<file path="src/rtl/calid_regs_unused_placeholder_none.sv">
`timescale 1ns/10ps
`default_nettype none
`default_nettype wire

</file>
<file path="src/rtl/calid_pkg.sv">
package calid_pkg;

    // ========================================================================
    // Pointer map
    // ========================================================================
    localparam logic [7:0]  PTR_REM_OFS       = 8'h11;
    localparam logic [7:0]  PTR_HYST          = 8'h21;
    localparam logic [7:0]  PTR_MAKER_ID      = 8'hFE;
    localparam logic [7:0]  PTR_MODEL_ID      = 8'hFF;

    // ========================================================================
    // Reset values and fixed data
    // ========================================================================
    localparam logic [7:0]  HYST_RESET        = 8'h0A;
    localparam logic [7:0]  OFS_RESET         = 8'h00;
    localparam logic [7:0]  DATA_ZERO         = 8'h00;
    localparam logic [7:0]  LIMIT_RESET       = 8'h00;

    // ========================================================================
    // Temperature word layout
    // ========================================================================
    localparam int          TEMP_W            = 16;
    localparam int          BYTE_W            = 8;
    localparam int          CMP_W             = 10;
    localparam logic [15:0] TEMP_ZERO         = 16'h0000;
    localparam logic [15:0] TEMP_POS_MAX      = 16'h7FF0;
    localparam logic [15:0] TEMP_NEG_MIN      = 16'h8000;
    localparam logic [15:0] TEMP_FRAC_MASK    = 16'hFFF0;
    localparam logic [7:0]  OFS_FRAC_ZERO     = 8'h00;

endpackage

</file>
<file path="src/rtl/calid_ofs_if.sv">
`timescale 1ns/10ps
`default_nettype none

interface calid_ofs_if;

    // ========================================================================
    // Offset correction request and answer
    // ========================================================================
    logic        start;
    logic [15:0] raw;
    logic [7:0]  offset;
    logic        done;
    logic [15:0] result;

    modport ctrl
    (
        output start,
        output raw,
        output offset,
        input  done,
        input  result
    );

    modport add
    (
        input  start,
        input  raw,
        input  offset,
        output done,
        output result
    );

endinterface

`default_nettype wire

</file>
<file path="src/rtl/calid_regs.sv">
// Summary of operation
// - Hysteresis register read/write at pointer 21h, resets to 0Ah.
// - Hysteresis bits D7..D0 line up with temperature bits 15..8, one degree per count.
// - Offset register uses the remote result's encoding and bit alignment.
// - Each finished remote conversion gets the offset added before it is presented.
// - Reading pointer FEh returns the fixed maker code.
// - Model identification returns a fixed code chosen per built variant.
// - Both identification registers are read-only; writes never change them.
// - Alarm releases only after temperature falls hysteresis below limit; host keeps it below.
`timescale 1ns/10ps
`default_nettype none

module calid_regs
    import calid_pkg::*;
#(
    // Arbitrary neutral codes, not those of any real part
    parameter logic [7:0] MAKER_ID_CODE = 8'hA5,
    parameter logic [7:0] MODEL_ID_CODE = 8'h3C
)
(
    // Clock and reset
    input  wire logic        clk,
    input  wire logic        rst_n,
    // Register port from the serial bus logic
    input  wire logic        reg_wr,
    input  wire logic        reg_rd,
    input  wire logic [7:0]  reg_ptr,
    input  wire logic [7:0]  reg_wdata,
    output logic      [7:0]  reg_rdata,
    output logic             reg_ack,
    // Conversion engine
    input  wire logic        conv_done,
    input  wire logic [15:0] conv_raw,
    output logic      [15:0] remote_temp,
    output logic             remote_valid,
    // Over-temperature alarm
    input  wire logic [7:0]  overtemp_limit,
    output logic             overtemp_pin
);

    // ========================================================================
    // State
    // ========================================================================
    typedef struct packed
    {
        logic [7:0]  hyst;
        logic [7:0]  ofs;
        logic [7:0]  rdata;
        logic        ack;
        logic [15:0] temp;
        logic        valid;
        logic        alarm;
    } calid_st_t;

    calid_st_t          st_r;
    calid_st_t          st_nxt;
    logic [CMP_W-1:0]   temp_deg;
    logic [CMP_W-1:0]   limit_deg;
    logic [CMP_W-1:0]   release_deg;
    logic [7:0]         rd_mux;

    calid_ofs_if        ofs_ch ();

    // ========================================================================
    // Offset correction
    // ========================================================================
    assign ofs_ch.start  = conv_done;
    assign ofs_ch.raw    = conv_raw;
    assign ofs_ch.offset = st_r.ofs;

    calid_ofs_add u_ofs_add
    (
        .clk   (clk),
        .rst_n (rst_n),
        .ofs   (ofs_ch.add)
    );

    // ========================================================================
    // Read mux
    // ========================================================================
    always_comb
    begin
        case (reg_ptr)
            PTR_HYST:
            begin
                rd_mux = st_r.hyst;
            end
            PTR_REM_OFS:
            begin
                rd_mux = st_r.ofs;
            end
            PTR_MAKER_ID:
            begin
                rd_mux = MAKER_ID_CODE;
            end
            PTR_MODEL_ID:
            begin
                rd_mux = MODEL_ID_CODE;
            end
            default:
            begin
                rd_mux = DATA_ZERO;
            end
        endcase
    end

    // ========================================================================
    // Alarm comparison in whole degrees, signed with headroom
    // ========================================================================
    always_comb
    begin
        temp_deg    = {{(CMP_W-BYTE_W){ofs_ch.result[TEMP_W-1]}},
                       ofs_ch.result[TEMP_W-1:TEMP_W-BYTE_W]};
        limit_deg   = {{(CMP_W-BYTE_W){overtemp_limit[BYTE_W-1]}}, overtemp_limit};
        // Hysteresis counts whole degrees, so it lines up with the high byte
        release_deg = limit_deg - {{(CMP_W-BYTE_W){1'b0}}, st_r.hyst};
    end

    // ========================================================================
    // Next state
    // ========================================================================
    always_comb
    begin
        st_nxt       = st_r;
        st_nxt.ack   = 1'b0;
        st_nxt.valid = 1'b0;

        if (reg_rd)
        begin
            st_nxt.rdata = rd_mux;
            st_nxt.ack   = 1'b1;
        end

        if (reg_wr)
        begin
            st_nxt.ack = 1'b1;
            case (reg_ptr)
                PTR_HYST:
                begin
                    st_nxt.hyst = reg_wdata;
                end
                PTR_REM_OFS:
                begin
                    st_nxt.ofs = reg_wdata;
                end
                // Identification codes are constants, nothing to store
                PTR_MAKER_ID, PTR_MODEL_ID:
                begin
                    st_nxt.ofs = st_r.ofs;
                end
                default:
                begin
                    st_nxt.hyst = st_r.hyst;
                end
            endcase
        end

        if (ofs_ch.done)
        begin
            st_nxt.temp  = ofs_ch.result;
            st_nxt.valid = 1'b1;
            // A hysteresis at or above the limit can hold the alarm forever
            if ($signed(temp_deg) >= $signed(limit_deg))
            begin
                st_nxt.alarm = 1'b1;
            end
            else if ($signed(temp_deg) <= $signed(release_deg))
            begin
                st_nxt.alarm = 1'b0;
            end
        end
    end

    // ========================================================================
    // Registers
    // ========================================================================
    always_ff @(posedge clk)
    begin
        if (!rst_n)
        begin
            st_r <= '{hyst:  HYST_RESET,
                      ofs:   OFS_RESET,
                      rdata: DATA_ZERO,
                      ack:   1'b0,
                      temp:  TEMP_ZERO,
                      valid: 1'b0,
                      alarm: 1'b0};
        end
        else
        begin
            st_r <= st_nxt;
        end
    end

    // ========================================================================
    // Outputs
    // ========================================================================
    assign reg_rdata    = st_r.rdata;
    assign reg_ack      = st_r.ack;
    assign remote_temp  = st_r.temp;
    assign remote_valid = st_r.valid;
    assign overtemp_pin = st_r.alarm;

endmodule

`default_nettype wire

</file>
<file path="src/rtl/calid_ofs_add.sv">
`timescale 1ns/10ps
`default_nettype none

module calid_ofs_add
    import calid_pkg::*;
(
    // Clock and reset
    input  wire logic   clk,
    input  wire logic   rst_n,
    // Correction channel
    calid_ofs_if.add    ofs
);

    // ========================================================================
    // State
    // ========================================================================
    typedef struct packed
    {
        logic        done;
        logic [15:0] result;
    } calid_add_st_t;

    calid_add_st_t st_r;
    calid_add_st_t st_nxt;
    logic [16:0]   sum;

    // ========================================================================
    // Offset sits on the whole-degree byte, same as the result
    // ========================================================================
    always_comb
    begin
        st_nxt      = st_r;
        st_nxt.done = 1'b0;
        // One guard bit on each operand keeps the sum at exactly 17 bits
        sum         = {ofs.raw[TEMP_W-1], ofs.raw}
                    + {ofs.offset[BYTE_W-1], ofs.offset, OFS_FRAC_ZERO};
        if (ofs.start)
        begin
            st_nxt.done = 1'b1;
            // Clamp rather than wrap, a wrapped reading would flip the alarm
            if (sum[TEMP_W] != sum[TEMP_W-1])
            begin
                st_nxt.result = sum[TEMP_W] ? TEMP_NEG_MIN : TEMP_POS_MAX;
            end
            else
            begin
                st_nxt.result = sum[TEMP_W-1:0] & TEMP_FRAC_MASK;
            end
        end
    end

    always_ff @(posedge clk)
    begin
        if (!rst_n)
        begin
            st_r <= '{done: 1'b0, result: TEMP_ZERO};
        end
        else
        begin
            st_r <= st_nxt;
        end
    end

    assign ofs.done   = st_r.done;
    assign ofs.result = st_r.result;

endmodule

`default_nettype wire

</file>
<file path="config.mk">
export PLATFORM = sky130hd
export DESIGN_NAME = calid_regs
export DESIGN_NICKNAME = d
export VERILOG_FILES = /design/src/rtl/calid_regs_unused_placeholder_none.sv /design/src/rtl/calid_pkg.sv /design/src/rtl/calid_ofs_if.sv /design/src/rtl/calid_regs.sv /design/src/rtl/calid_ofs_add.sv
export SDC_FILE = /design/constraint.sdc
export NUM_CORES = 1
export LEC_CHECK = 0
export BUFFER_PORTS_ARGS = -buffer_cell sky130_fd_sc_hd__clkbuf_2
export CORE_MARGIN = 1.5
export CORE_UTILIZATION = 55
export DETAILED_ROUTE_END_ITERATION = 7
export GPL_ROUTABILITY_DRIVEN = 1
export MAX_ROUTING_LAYER = met4
export PLACE_DENSITY = 0.89
export SETUP_SLACK_MARGIN = 0.15
export SLEW_MARGIN = 20
export SYNTH_ARGS = -nofsm -noshare
export SYNTH_HDL_FRONTEND = slang
export SYNTH_SLANG_ARGS = --single-unit
</file>
<file path="constraint.sdc">
create_clock -name clk -period 4.3 [get_ports clk]
set_input_delay 0.43 -clock clk [delete_from_list [all_inputs] [get_ports clk]]
set_output_delay 0.43 -clock clk [all_outputs]
set_load 0.03 [all_outputs]
</file>
==> Word-level counts from Yosys, hierarchy flattened <==
Index checks and enable logic that the tools add are counted.
{ "totals": {"regBits": 60, "in_bits": 45, "output_inout_bits": 27, "word_cells": 31} }
{ "op_classes": {"add_sub_neg": 2, "magnitude_cmp": 2, "eq_ne": 5, "muxes": 9, "n_reduce_logical": 4} }
{ "op_table": {"columns": ["operator", "count"], "rows": [
  ["16-bit 2-to-1 mux", 2],
  ["8-bit case mux with 4 select lines", 1],
  ["16-bit by 16-bit adder with 17-bit output", 1],
  ["17-bit 2-to-1 mux", 1],
  ["8-bit == test (second input constant)", 2],
  ["8-bit by 10-bit less-or-equal comparator with 1-bit output", 1],
  ["8-bit by 9-bit subtractor with 10-bit output", 1],
  ["8-bit by 5-bit == test with 1-bit output (second input constant)", 1],
  ["8-bit by 6-bit == test with 1-bit output (second input constant)", 1],
  ["8-bit >= comparator", 1],
  ["2-bit AND reduction", 3],
  ["1-bit 2-to-1 mux", 4],
  ["2-bit 2-to-1 mux", 1],
  ["2-bit nonzero test", 1],
  ["1-bit inequality test", 1]
]} }

==> Depth between registers and ports, before layout <==
Gate-level depths: netlist (run 1).
{ "logic_depth": {"word_depth": 5, "depth_mapped": 15, "ltp_nobuf": 15} }

==> By module <==
A second synthesis (run 1) with hierarchy kept.
{ "unflattened": {"hier_cells": 416, "hier_area_um2": 3788.6} }
{ "by_module_without_submodules": {"columns": ["mod", "instances", "cells_per_inst", "area_each_um2", "seq_area_each_um2"], "rows": [
  ["calid_regs", 1, 301, 2752.6, 860.8],
  ["calid_ofs_add", 1, 115, 1036.0, 260.2]
]} }

==> Worst setup path before layout (run 1) <==
Ideal clock, no wire load.
{ "synth_timing": {"path_type": "input to register", "start": "input port overtemp_limit[0]", "end": "register st_r (netlist bit overtemp_pin)", "setup_ns": 0.145, "arrival_time_ns": 3.011, "required_time_ns": 4.155, "path_slack_ns": 1.144, "path_stages": 14, "path_buffers": 0, "cell_sequence": "inv_1 ha_1 fa_1 nor2b_1 o21ai_0 a21boi_0 o21ai_0 a221o_1 xnor2_1 ha_1 a2111oi_0 o2111ai_1 nand4bb_1 o211ai_1"} }
{ "synth_via": {"elab_chain_cells": 4, "word_cells_on_any_way": 6, "cone_classes": "1 x add/sub; 2 x order compare; 1 x mux; 2 x reduce/logical"} }
{ "synth_rtl": {"columns": ["item", "line_no", "rtl"], "rows": [
  ["start, declared", "calid_regs.sv:37", "input wire logic [7:0] overtemp_limit,"],
  ["8-bit by 9-bit subtractor with 10-bit output", "calid_regs.sv:116", "release_deg = limit_deg - {{(CMP_W-BYTE_W){1'b0}}, st_r.hyst};"],
  ["8-bit by 10-bit less-or-equal comparator with 1-bit output", "calid_regs.sv:167", "else if ($signed(temp_deg) <= $signed(release_deg))"],
  ["2-bit nonzero test (no source line)", null, null],
  ["2-bit AND reduction (no source line)", null, null],
  ["end signal, assigned", "calid_regs.sv:181", "st_r <= '{hyst: HYST_RESET,"],
  ["end signal, assigned", "calid_regs.sv:191", "st_r <= st_nxt;"],
  ["end, declared", "calid_regs.sv:55", "calid_st_t st_r;"]
]} }
Several ways; a longest one is shown, not always the timed one.
A chain may end at the register's enable or synchronous reset.

==> Worst setup path in the final report (run 1) <==
{ "layout_timing": {"start": "register st_r[35] in the netlist's numbering", "end": "register st_r (netlist bit overtemp_pin)"} }
{ "layout_via": {"elab_chain_cells": 4} }
{ "layout_rtl": {"columns": ["item", "line_no"], "rows": [
  ["8-bit by 9-bit subtractor with 10-bit output", "calid_regs.sv:116"],
  ["8-bit by 10-bit less-or-equal comparator with 1-bit output", "calid_regs.sv:167"],
  ["2-bit nonzero test (no source line)", null],
  ["2-bit AND reduction (no source line)", null]
]} }
Every way passes these cells.

==> impl_metrics.tcl, run 1 <==
set metrics [dict create \
    grt_max_degree 22 \
    ioPinCount 72 \
    syn_area_per_cell_um2 8.50 \
    clk_pin_slew_ns 0.10 \
    ys_types 56 \
    crit_chain "ha_1, fa_1, nor2b_1, o21ai_0, a21boi_0, o21ai_0, a221o_1, xnor2_1, ha_1, a2111oi_0, o2111ai_1, nand4bb_1, o211ai_1" \
    coreArea_um2 5960 \
    synthArstFlopShare_pct 0 \
    drcViolationCount 0 \
    post_cts_resized 0 \
    port_buffers 63 \
    dp_cells 503 \
    cts_buffers 5 \
    worst_ep_arrival_time_ns 3.52 \
    slew_violations 0 \
    cp_max_fo 3 \
    post_cts_buffers 0 \
    worst_setup_path_end_kind "register" \
    synth_seq_cells 52 \
    setup_viol 0 \
    wl_per_cell_um 14.2 \
    crit_type "register to register" \
    die_w_um 81.6 \
    skew_ns 0.00829 \
    grt_overflow 0 \
    drt-total-wl_um 7240 \
    vdd_drop_max_mv 0.140 \
    start_util_pct 57.1 \
    viasPerCell 5.62 \
    synth-edff-count 0 \
    num_rows 28 \
    syn-instance-count 400 \
    grt_pass1_wl_um 11600 \
    syn_area_um2 3400 \
    p_leak_nw 1.64 \
    synth_seq_area_share_pct 30.6 \
    cts_tree "yes" \
    cp.buffers_inverters 0 \
    setup-tns-final_ns 0 \
    insertion_delay_ns 0.31 \
    critPathRequiredTime_ns 4.47 \
    crit_slowest_cell "a2111oi_0" \
    start_kind "register" \
    gr-usage-all-layers_pct 23.0 \
    yosys_warnings 0 \
    worst_pin_slew_ns 0.740 \
    drtIter0Drc 155 \
    hold_buffers 0 \
    outcome "finished, final reports clean" \
    timing.fmax_mhz 299 \
    worst_hold_path_type "primary input to register" \
    period_share_pct 77.8 \
    h-tree-depth 2 \
    dieHeight_um 81.6 \
    layout_min_cycle_time_ns 3.35 \
    drtPass1Iterations 4 \
    max_stage_delay_ns 0.56 \
    rsz0062_at_grt "false" \
    clockBufferDepth 2 \
    finalHoldViolCount 0 \
    antenna_found_initial 0 \
    gp_congestion 0.907 \
    path_delay_family "compound AO/OA/AOI/OAI gates" \
    clkSinkCount 52 \
    relSlewSlack_pct 50.6 \
    finalNetCount 517 \
    syn_to_final_growth_pct 7.91 \
    die_area_um2 6660 \
    cts-root-buf "clkbuf_8" \
    pwr_density_cell_nw_per_um2 267 \
    drive_above_1_share_pct 18.6 \
    cap_violations 0 \
    grt_pass1_vias 2687 \
    fin_cells 510 \
    vias 2868 \
    dpl.hpwl_um 5770 \
    synth_flop_cell "dfxtp_1" \
    antenna-diode-count 0 \
    drtAntennaViolNets 0 \
]
## worst reg2reg max path: cells and delay by family (launching register included)
family | cells | cell delay [ns]
AOI/OAI and AO/OA | 7 | 1.59
xor gates and xnor gates | 1 | 0.13
adders and majority gates | 3 | 0.91
DFF | 1 | 0.33
and+or+nand+nor | 2 | 0.26
## routing by layer
layer | track usage (%) | routed length [um] | up-vias
li1 | - | - | 1452
met1 | 28.3 | 3240 | 1324
met2 | 38.5 | 3500 | 81
met3 | 3.00 | 364 | 11
met4 | 8.14 | 135 | 0
met5 | - | 0 | -
## cell usage after synthesis, types with 2 or more instances
cell type / instances / area share (%)
dfxtp_1: 52 / 31
mux2i_1: 17 / 5.0
fa_1: 2 / 1.2
xnor2_1: 5 / 1.3
inv_1: 30 / 3.3
nand2b_1: 4 / 0.74
a21oi_1: 34 / 5.0
and2_1: 6 / 1.1
a211oi_1: 3 / 0.66
and4_1: 2 / 0.52
a21o_1: 3 / 0.66
nor2b_1: 12 / 2.2
buf_4: 26 / 5.7
o21ai_0: 20 / 2.9
nand2_1: 27 / 3.0
ha_1: 35 / 13
o211ai_1: 4 / 0.88
and3_1: 2 / 0.37
clkbuf_1: 12 / 1.3
maj3_1: 5 / 1.5
nor3b_1: 2 / 0.44
xor2_1: 5 / 1.3
nand3_1: 21 / 3.1
a221oi_1: 2 / 0.52
a221o_1: 5 / 1.5
a22oi_1: 3 / 0.66
nand4_1: 3 / 0.55
nor3_1: 5 / 0.74
o22ai_1: 2 / 0.37
nor2_1: 25 / 2.8
## flip-flops by register name, indices dropped and copies added, names as in the netlist
| register | cells |
|---|---|
| remote_temp | 12 |
| u_ofs_add.ofs.result | 12 |
| ofs_ch.offset | 8 |
| reg_rdata | 8 |
| st_r | 8 |
| overtemp_pin | 1 |
| reg_ack | 1 |
| remote_valid | 1 |
| u_ofs_add.ofs.done | 1 |
## cell usage in the layout (no fill, tap or decap), drive strengths merged, types with 4 or more instances in the layout
cell	instances
a21oi	34
a221o	5
and2	6
clkbuf	68
conb	4
dfxtp	52
ha	35
inv	31
maj3	6
mux2i	17
nand2	27
nand2b	4
nand3	21
nor2	25
nor2b	12
nor3	5
o211ai	4
o21ai	23
xnor2	6
xor2	5
## final timing paths
check        slack, ns                        end  depth (start not counted)                  start
max               0.95  overtemp_pin$_SDFFE_PN0P_                         13  st_r[35]$_SDFFE_PN0P_
min               0.36      st_r[40]$_SDFFE_PN0P_                          3           reg_wdata[5]
max reg2reg       0.95  overtemp_pin$_SDFFE_PN0P_                         13  st_r[35]$_SDFFE_PN0P_
min reg2reg       0.48      st_r[35]$_SDFFE_PN0P_                          2  st_r[35]$_SDFFE_PN0P_
## layout make-up
type,instances,area [um2]
Inverter,31,116
Sequential cell,52,1040
Fill cell,510,2290
Timing Repair Buffer,64,323
Clock buffer,5,68.8
Multi-Input combinational cell,281,2010
Clock inverter,2,16.3
Tap cell,75,93.8
## where the power goes
| part | leakage [nW] | switching (mW) | internal (mW) |
|---|---|---|---|
| Combinational | 1.17 | 0.110 | 0.0803 |
| Clock | 0.0406 | 0.163 | 0.114 |
| Sequential | 0.424 | 0.0156 | 0.498 |
| Total | 1.64 | 0.288 | 0.692 |
## per-stage QoR
stage	power, mW	instance area (um2)	worst slack [ns]	hold slack [ns]	utilization [%]
2_1_floorplan	0.663	3410	1.14	0.449	-
3_3_place_gp	0.704	3580	0.796	0.462	60.2
3_5_place_dp	0.712	3580	0.674	0.470	60.2
4_1_cts	0.981	3670	0.963	0.358	61.6
5_1_grt	1.02	3670	0.763	0.359	61.6
6_report	0.980	3670	0.954	0.361	61.6
## kinds of logic (layout without fill, tap and decap cells)
kind of cell | Yosys count | in the layout | synth area share [%]
flops | 52 | 52 | 30.6
buf+inv | 70 | 102 | 10.6
other cells | 1 | 4 | 0.110
mux | 17 | 17 | 5.00
compound gates | 92 | 92 | 17.8
fa+ha+maj | 43 | 43 | 15.9
simple gates | 114 | 114 | 17.0
xor+xnor | 11 | 11 | 3.05
No activity file was read; power rests on OpenSTA's default activity.
==> inputs of run 2 (changes only) <==
clock period = 3.2 ns   (was 4.3 ns; I/O delays follow)
==> impl_metrics.tcl, run 2 (synthesis gave the netlist of run 1 again) <==
set metrics [dict create \
    outcome "finished, final reports clean" \
    drtAntennaViolNets 0 \
    skew_ns 0.0138 \
    coreArea_um2 5960 \
    finalHoldViolCount 0 \
    wl_met3_um 321 \
    r2r_cells 14 \
    reg2reg_from "st_r[35]$_SDFFE_PN0P_" \
    setup_viol 0 \
    setup-tns-final_ns 0 \
    vdd_drop_max_mv 0.184 \
    total_power_mw 1.34 \
    cts-root-buf "clkbuf_8" \
    drcViolationCount 0 \
    gr-usage-all-layers_pct 24.7 \
    final_common_cell "clkbuf_2" \
    gp_congestion 0.905 \
    drtPass1Iterations 4 \
    finalNetCount 523 \
    p_leak_nw 1.67 \
    relSlewSlack_pct 47.1 \
    grt_pass1_wl_um 12300 \
    viasPerCell 5.67 \
    cap_violations 0 \
    port_buffers 63 \
    dp_cells 507 \
    vias 2927 \
    dieHeight_um 81.6 \
    wl_per_cell_um 14.7 \
    start_kind "register" \
    h-tree-depth 2 \
    ff2ff_setup_slack_ns 0.20 \
    worst_ep_arrival_time_ns 3.17 \
    antenna-diode-count 0 \
    layout_common_cells "clkbuf_2, dfxtp_1, ha_1" \
    start_util_pct 57.1 \
    drive_above_1_share_pct 21.5 \
    pwr_density_cell_nw_per_um2 357 \
    drtIter0Drc 169 \
    startpoint "st_r[35]$_SDFFE_PN0P_" \
    whs_ns 0.248 \
    layout_min_cycle_time_ns 3.00 \
    cp_max_fo 2 \
    n_fill_cell 509 \
    cts_tree "yes" \
    die_area_um2 6660 \
    grt_max_degree 35 \
    hold_buffers 0 \
    cts_buffers 5 \
    min_delay_path_depth 3 \
    die_w_um 81.6 \
    num_rows 28 \
    crit_type "register to register" \
    clk_pin_slew_ns 0.10 \
    fin_cells 516 \
    syn_to_final_growth_pct 10.4 \
    critPathRequiredTime_ns 3.37 \
    drt-total-wl_um 7560 \
    worst_hold_path_type "primary input to register" \
    grt_pass1_vias 2740 \
    rsz0062_at_grt "true" \
    worst_pin_slew_ns 0.792 \
    clockBufferDepth 2 \
    insertion_delay_ns 0.31 \
    worst_setup_path_end_kind "register" \
    period_share_pct 93.7 \
    worstHoldStart "reg_wdata[6]" \
    grt_overflow 0 \
    slew_violations 0 \
    dpl.hpwl_um 5910 \
    maxUsedRoutingLayer "met4" \
    final_core_util_pct 63.0 \
    timing.fmax_mhz 334 \
    wl_met1_um 3360 \
    wl_met2_um 3740 \
    antenna_found_initial 0 \
    ioPinCount 72 \
    clkSinkCount 52 \
]
-- run 2: cell types whose count changed in the layout (fill, tap and decap cells not counted), moves of 2 or more --
cell     delta
buf_4       +6
o21ai_0     -2
dfxtp_2     +2
o21ai_1     +2
dfxtp_1     -3
-- run 2: final cells by class --
| cell class | instances | area (um2) | share of cell area, % |
|---|---|---|---|
| Tap cell | 75 | 93.8 | 2.50 |
| Sequential cell | 52 | 1050 | 27.9 |
| Inverter | 31 | 116 | 3.10 |
| Clock inverter | 2 | 16.3 | 0.433 |
| Multi-Input combinational cell | 281 | 2040 | 54.4 |
| Clock buffer | 5 | 68.8 | 1.83 |
| Timing Repair Buffer | 70 | 368 | 9.80 |
-- run 2: worst paths after layout --
check | to
max reg2reg | overtemp_pin$_SDFFE_PN0P_
min reg2reg | st_r[37]$_SDFFE_PN0P_
min | ofs_ch.offset[6]$_SDFFE_PN0P_
max | overtemp_pin$_SDFFE_PN0P_
-- run 2: per-stage QoR --
step / area, um2 / worst slack, ns
floorplan: 3410 / 0.154
global placement: 3610 / -0.0924
detailed placement: 3610 / -0.244
CTS: 3720 / 0.147
global route: 3750 / 0.0689
finish: 3750 / 0.202
-- run 2: metal layers --
| layer | track usage (%) | up-vias |
|---|---|---|
| met5 | - | - |
| met4 | 8.14 | 0 |
| met3 | 3.56 | 12 |
| met2 | 41.8 | 82 |
| met1 | 30.1 | 1376 |
| li1 | - | 1457 |
-- run 2: worst max-delay path, cell delays in order, from the launching register on --
cell       delay [ns]
dfxtp_1          0.33
ha_2             0.18
fa_2             0.34
nor2b_1          0.11
o21ai_1          0.08
a21boi_1         0.16
o21ai_1          0.09
a221o_1          0.31
xnor2_1          0.19
ha_1             0.30
a2111oi_4        0.29
buf_4            0.16
o2111ai_1        0.12
nand4bb_1        0.12
o211ai_1         0.09
-- run 2: what timing repair did --
item                                    4_1_cts  5_1_grt
gates resized for setup                       8        6
buffers inserted                              1        1
gates cloned                                  0        0
pin swaps                                     5        6
endpoints found under the setup margin        1        1
-- run 2: power by group --
group / switching, mW / total, mW / internal (mW)
logic: 0.158 / 0.279 / 0.121
clock network: 0.218 / 0.371 / 0.153
registers: 0.0214 / 0.689 / 0.668
total: 0.398 / 1.34 / 0.941
==> inputs of run 3 (changes only) <==
CORE_UTILIZATION = 42   (was 55)
PLACE_DENSITY = 0.73   (was 0.89)
==> impl_metrics.tcl, run 3 (synthesis gave the netlist of run 1 again) <==
set metrics [dict create \
    wl_per_cell_um 14.4 \
    coreArea_um2 7770 \
    clkSinkCount 52 \
    gp_congestion 0.841 \
    outcome "finished, final reports clean" \
    grt_overflow 0 \
    drive_above_1_share_pct 20.9 \
    cp_max_fo 2 \
    port_buffers 63 \
    pwr_density_cell_nw_per_um2 352 \
    cap_violations 0 \
    timing.fmax_mhz 325 \
    finalNetCount 522 \
    drtAntennaViolNets 0 \
    antenna_found_initial 0 \
    crit_type "register to register" \
    die_w_um 93.0 \
    vdd_drop_max_mv 0.177 \
    use_met2_pct 30.7 \
    viasPerCell 5.31 \
    p_leak_nw 1.66 \
    layout_min_cycle_time_ns 3.07 \
    critPathRequiredTime_ns 3.37 \
    grt_pass1_wl_um 12700 \
    h-tree-depth 2 \
    slew_violations 0 \
    final_common_cell "clkbuf_2" \
    ioPinCount 72 \
    start_util_pct 43.8 \
    use_met3_pct 3.09 \
    rsz0062_at_grt "true" \
    grt_max_degree 35 \
    die_area_um2 8650 \
    cts-root-buf "clkbuf_8" \
    relSlewSlack_pct 49.7 \
    dieHeight_um 93.0 \
    worst_setup_path_end_kind "register" \
    antenna-diode-count 0 \
    final_area_um2 3780 \
    whs_ns 0.249 \
    skew_ns 0.00948 \
    finalHoldViolCount 0 \
    vias 2879 \
    cts_buffers 5 \
    clockBufferDepth 2 \
    gr-max-usage-layer "met2" \
    gr-usage-all-layers_pct 19.0 \
    period_share_pct 96.0 \
    syn_to_final_growth_pct 11.2 \
    clk_pin_slew_ns 0.10 \
    dpl.hpwl_um 6160 \
    drt-total-wl_um 7800 \
    final_core_util_pct 48.7 \
    start_kind "register" \
    num_rows 32 \
    cts_tree "yes" \
    use_met1_pct 24.2 \
    layout_common_cells "clkbuf_2, dfxtp_1, a21oi_1, ha_1, inv_1" \
    drtPass1Iterations 4 \
    insertion_delay_ns 0.31 \
    drtIter0Drc 134 \
    setup_viol 0 \
    worst_hold_path_type "primary input to register" \
    grt_pass1_vias 2750 \
    worst_pin_slew_ns 0.753 \
    drcViolationCount 0 \
    worst_ep_arrival_time_ns 3.25 \
    placed_cell_area_um2 3660 \
]
[run 3: cell types whose count changed in the layout (fill, tap and decap cells not counted), sizes merged]
cell	before	now
buf	7	6
[run 3: stage by stage]
step / setup slack (ns) / instances / total power, mW / setup TNS [ns]
2_1_floorplan: 0.154 / 403 / 0.890 / 0
3_3_place_gp: -0.116 / 535 / 0.958 / -0.116
3_5_place_dp: -0.218 / 535 / 0.967 / -0.218
4_1_cts: 0.159 / 542 / 1.34 / 0
5_1_grt: -0.0337 / 542 / 1.40 / -0.0337
6_report: 0.126 / 542 / 1.33 / 0
[run 3: report_power, final]
group	internal (mW)	switching, mW	total [mW]
Clock	0.153	0.215	0.367
Sequential	0.669	0.0228	0.692
Combinational	0.118	0.155	0.273
Total	0.939	0.393	1.33
[run 3: final timing paths]
check | start | cells past startpoint | to | slack (ns)
worst max register to register | st_r[35]$_SDFFE_PN0P_ | 14 | overtemp_pin$_SDFFE_PN0P_ | 0.13
worst min-delay path | reg_wdata[5] | 3 | ofs_ch.offset[5]$_SDFFE_PN0P_ | 0.25
worst min register to register | ofs_ch.offset[2]$_SDFFE_PN0P_ | 2 | ofs_ch.offset[2]$_SDFFE_PN0P_ | 0.48
worst max-delay path | st_r[35]$_SDFFE_PN0P_ | 14 | overtemp_pin$_SDFFE_PN0P_ | 0.13
[run 3: area by class of cell]
| type | instances | area (um2) |
|---|---|---|
| Timing Repair Buffer | 69 | 360 |
| Clock inverter | 2 | 16.3 |
| Fill cell | 749 | 3990 |
| Multi-Input combinational cell | 281 | 2050 |
| Inverter | 31 | 116 |
| Clock buffer | 5 | 68.8 |
| Sequential cell | 52 | 1040 |
| Tap cell | 102 | 128 |
[run 3: worst max-delay path, cell delays in order (launching register included)]
cell,delay [ns]
dfxtp_2,0.35
ha_4,0.16
fa_2,0.35
nor2b_1,0.12
o21ai_1,0.08
a21boi_1,0.19
o21ai_2,0.09
a221o_1,0.32
xnor2_1,0.13
ha_1,0.34
a2111oi_4,0.35
buf_4,0.16
o2111ai_1,0.10
nand4bb_1,0.12
o211ai_1,0.09
[run 3: layer usage]
layer  wire, um  vias to the layer above  part of all wire [%]
li1           -                     1459                     -
met1       3550                     1319                    46
met2       3740                       88                    48
met3        363                       13                   4.7
met4        144                        0                   1.8
met5          0                        -                     0
[run 3: what timing repair did]
action                                 in CTS  in global routing
endpoints found under the hold margin       0                  0
setup endpoints to repair                   1                  1
pin swaps                                   0                  5
hold buffers                                0                  0
gates cloned                                0                  0
resized for setup                           6                  7
buffers inserted                            0                  0
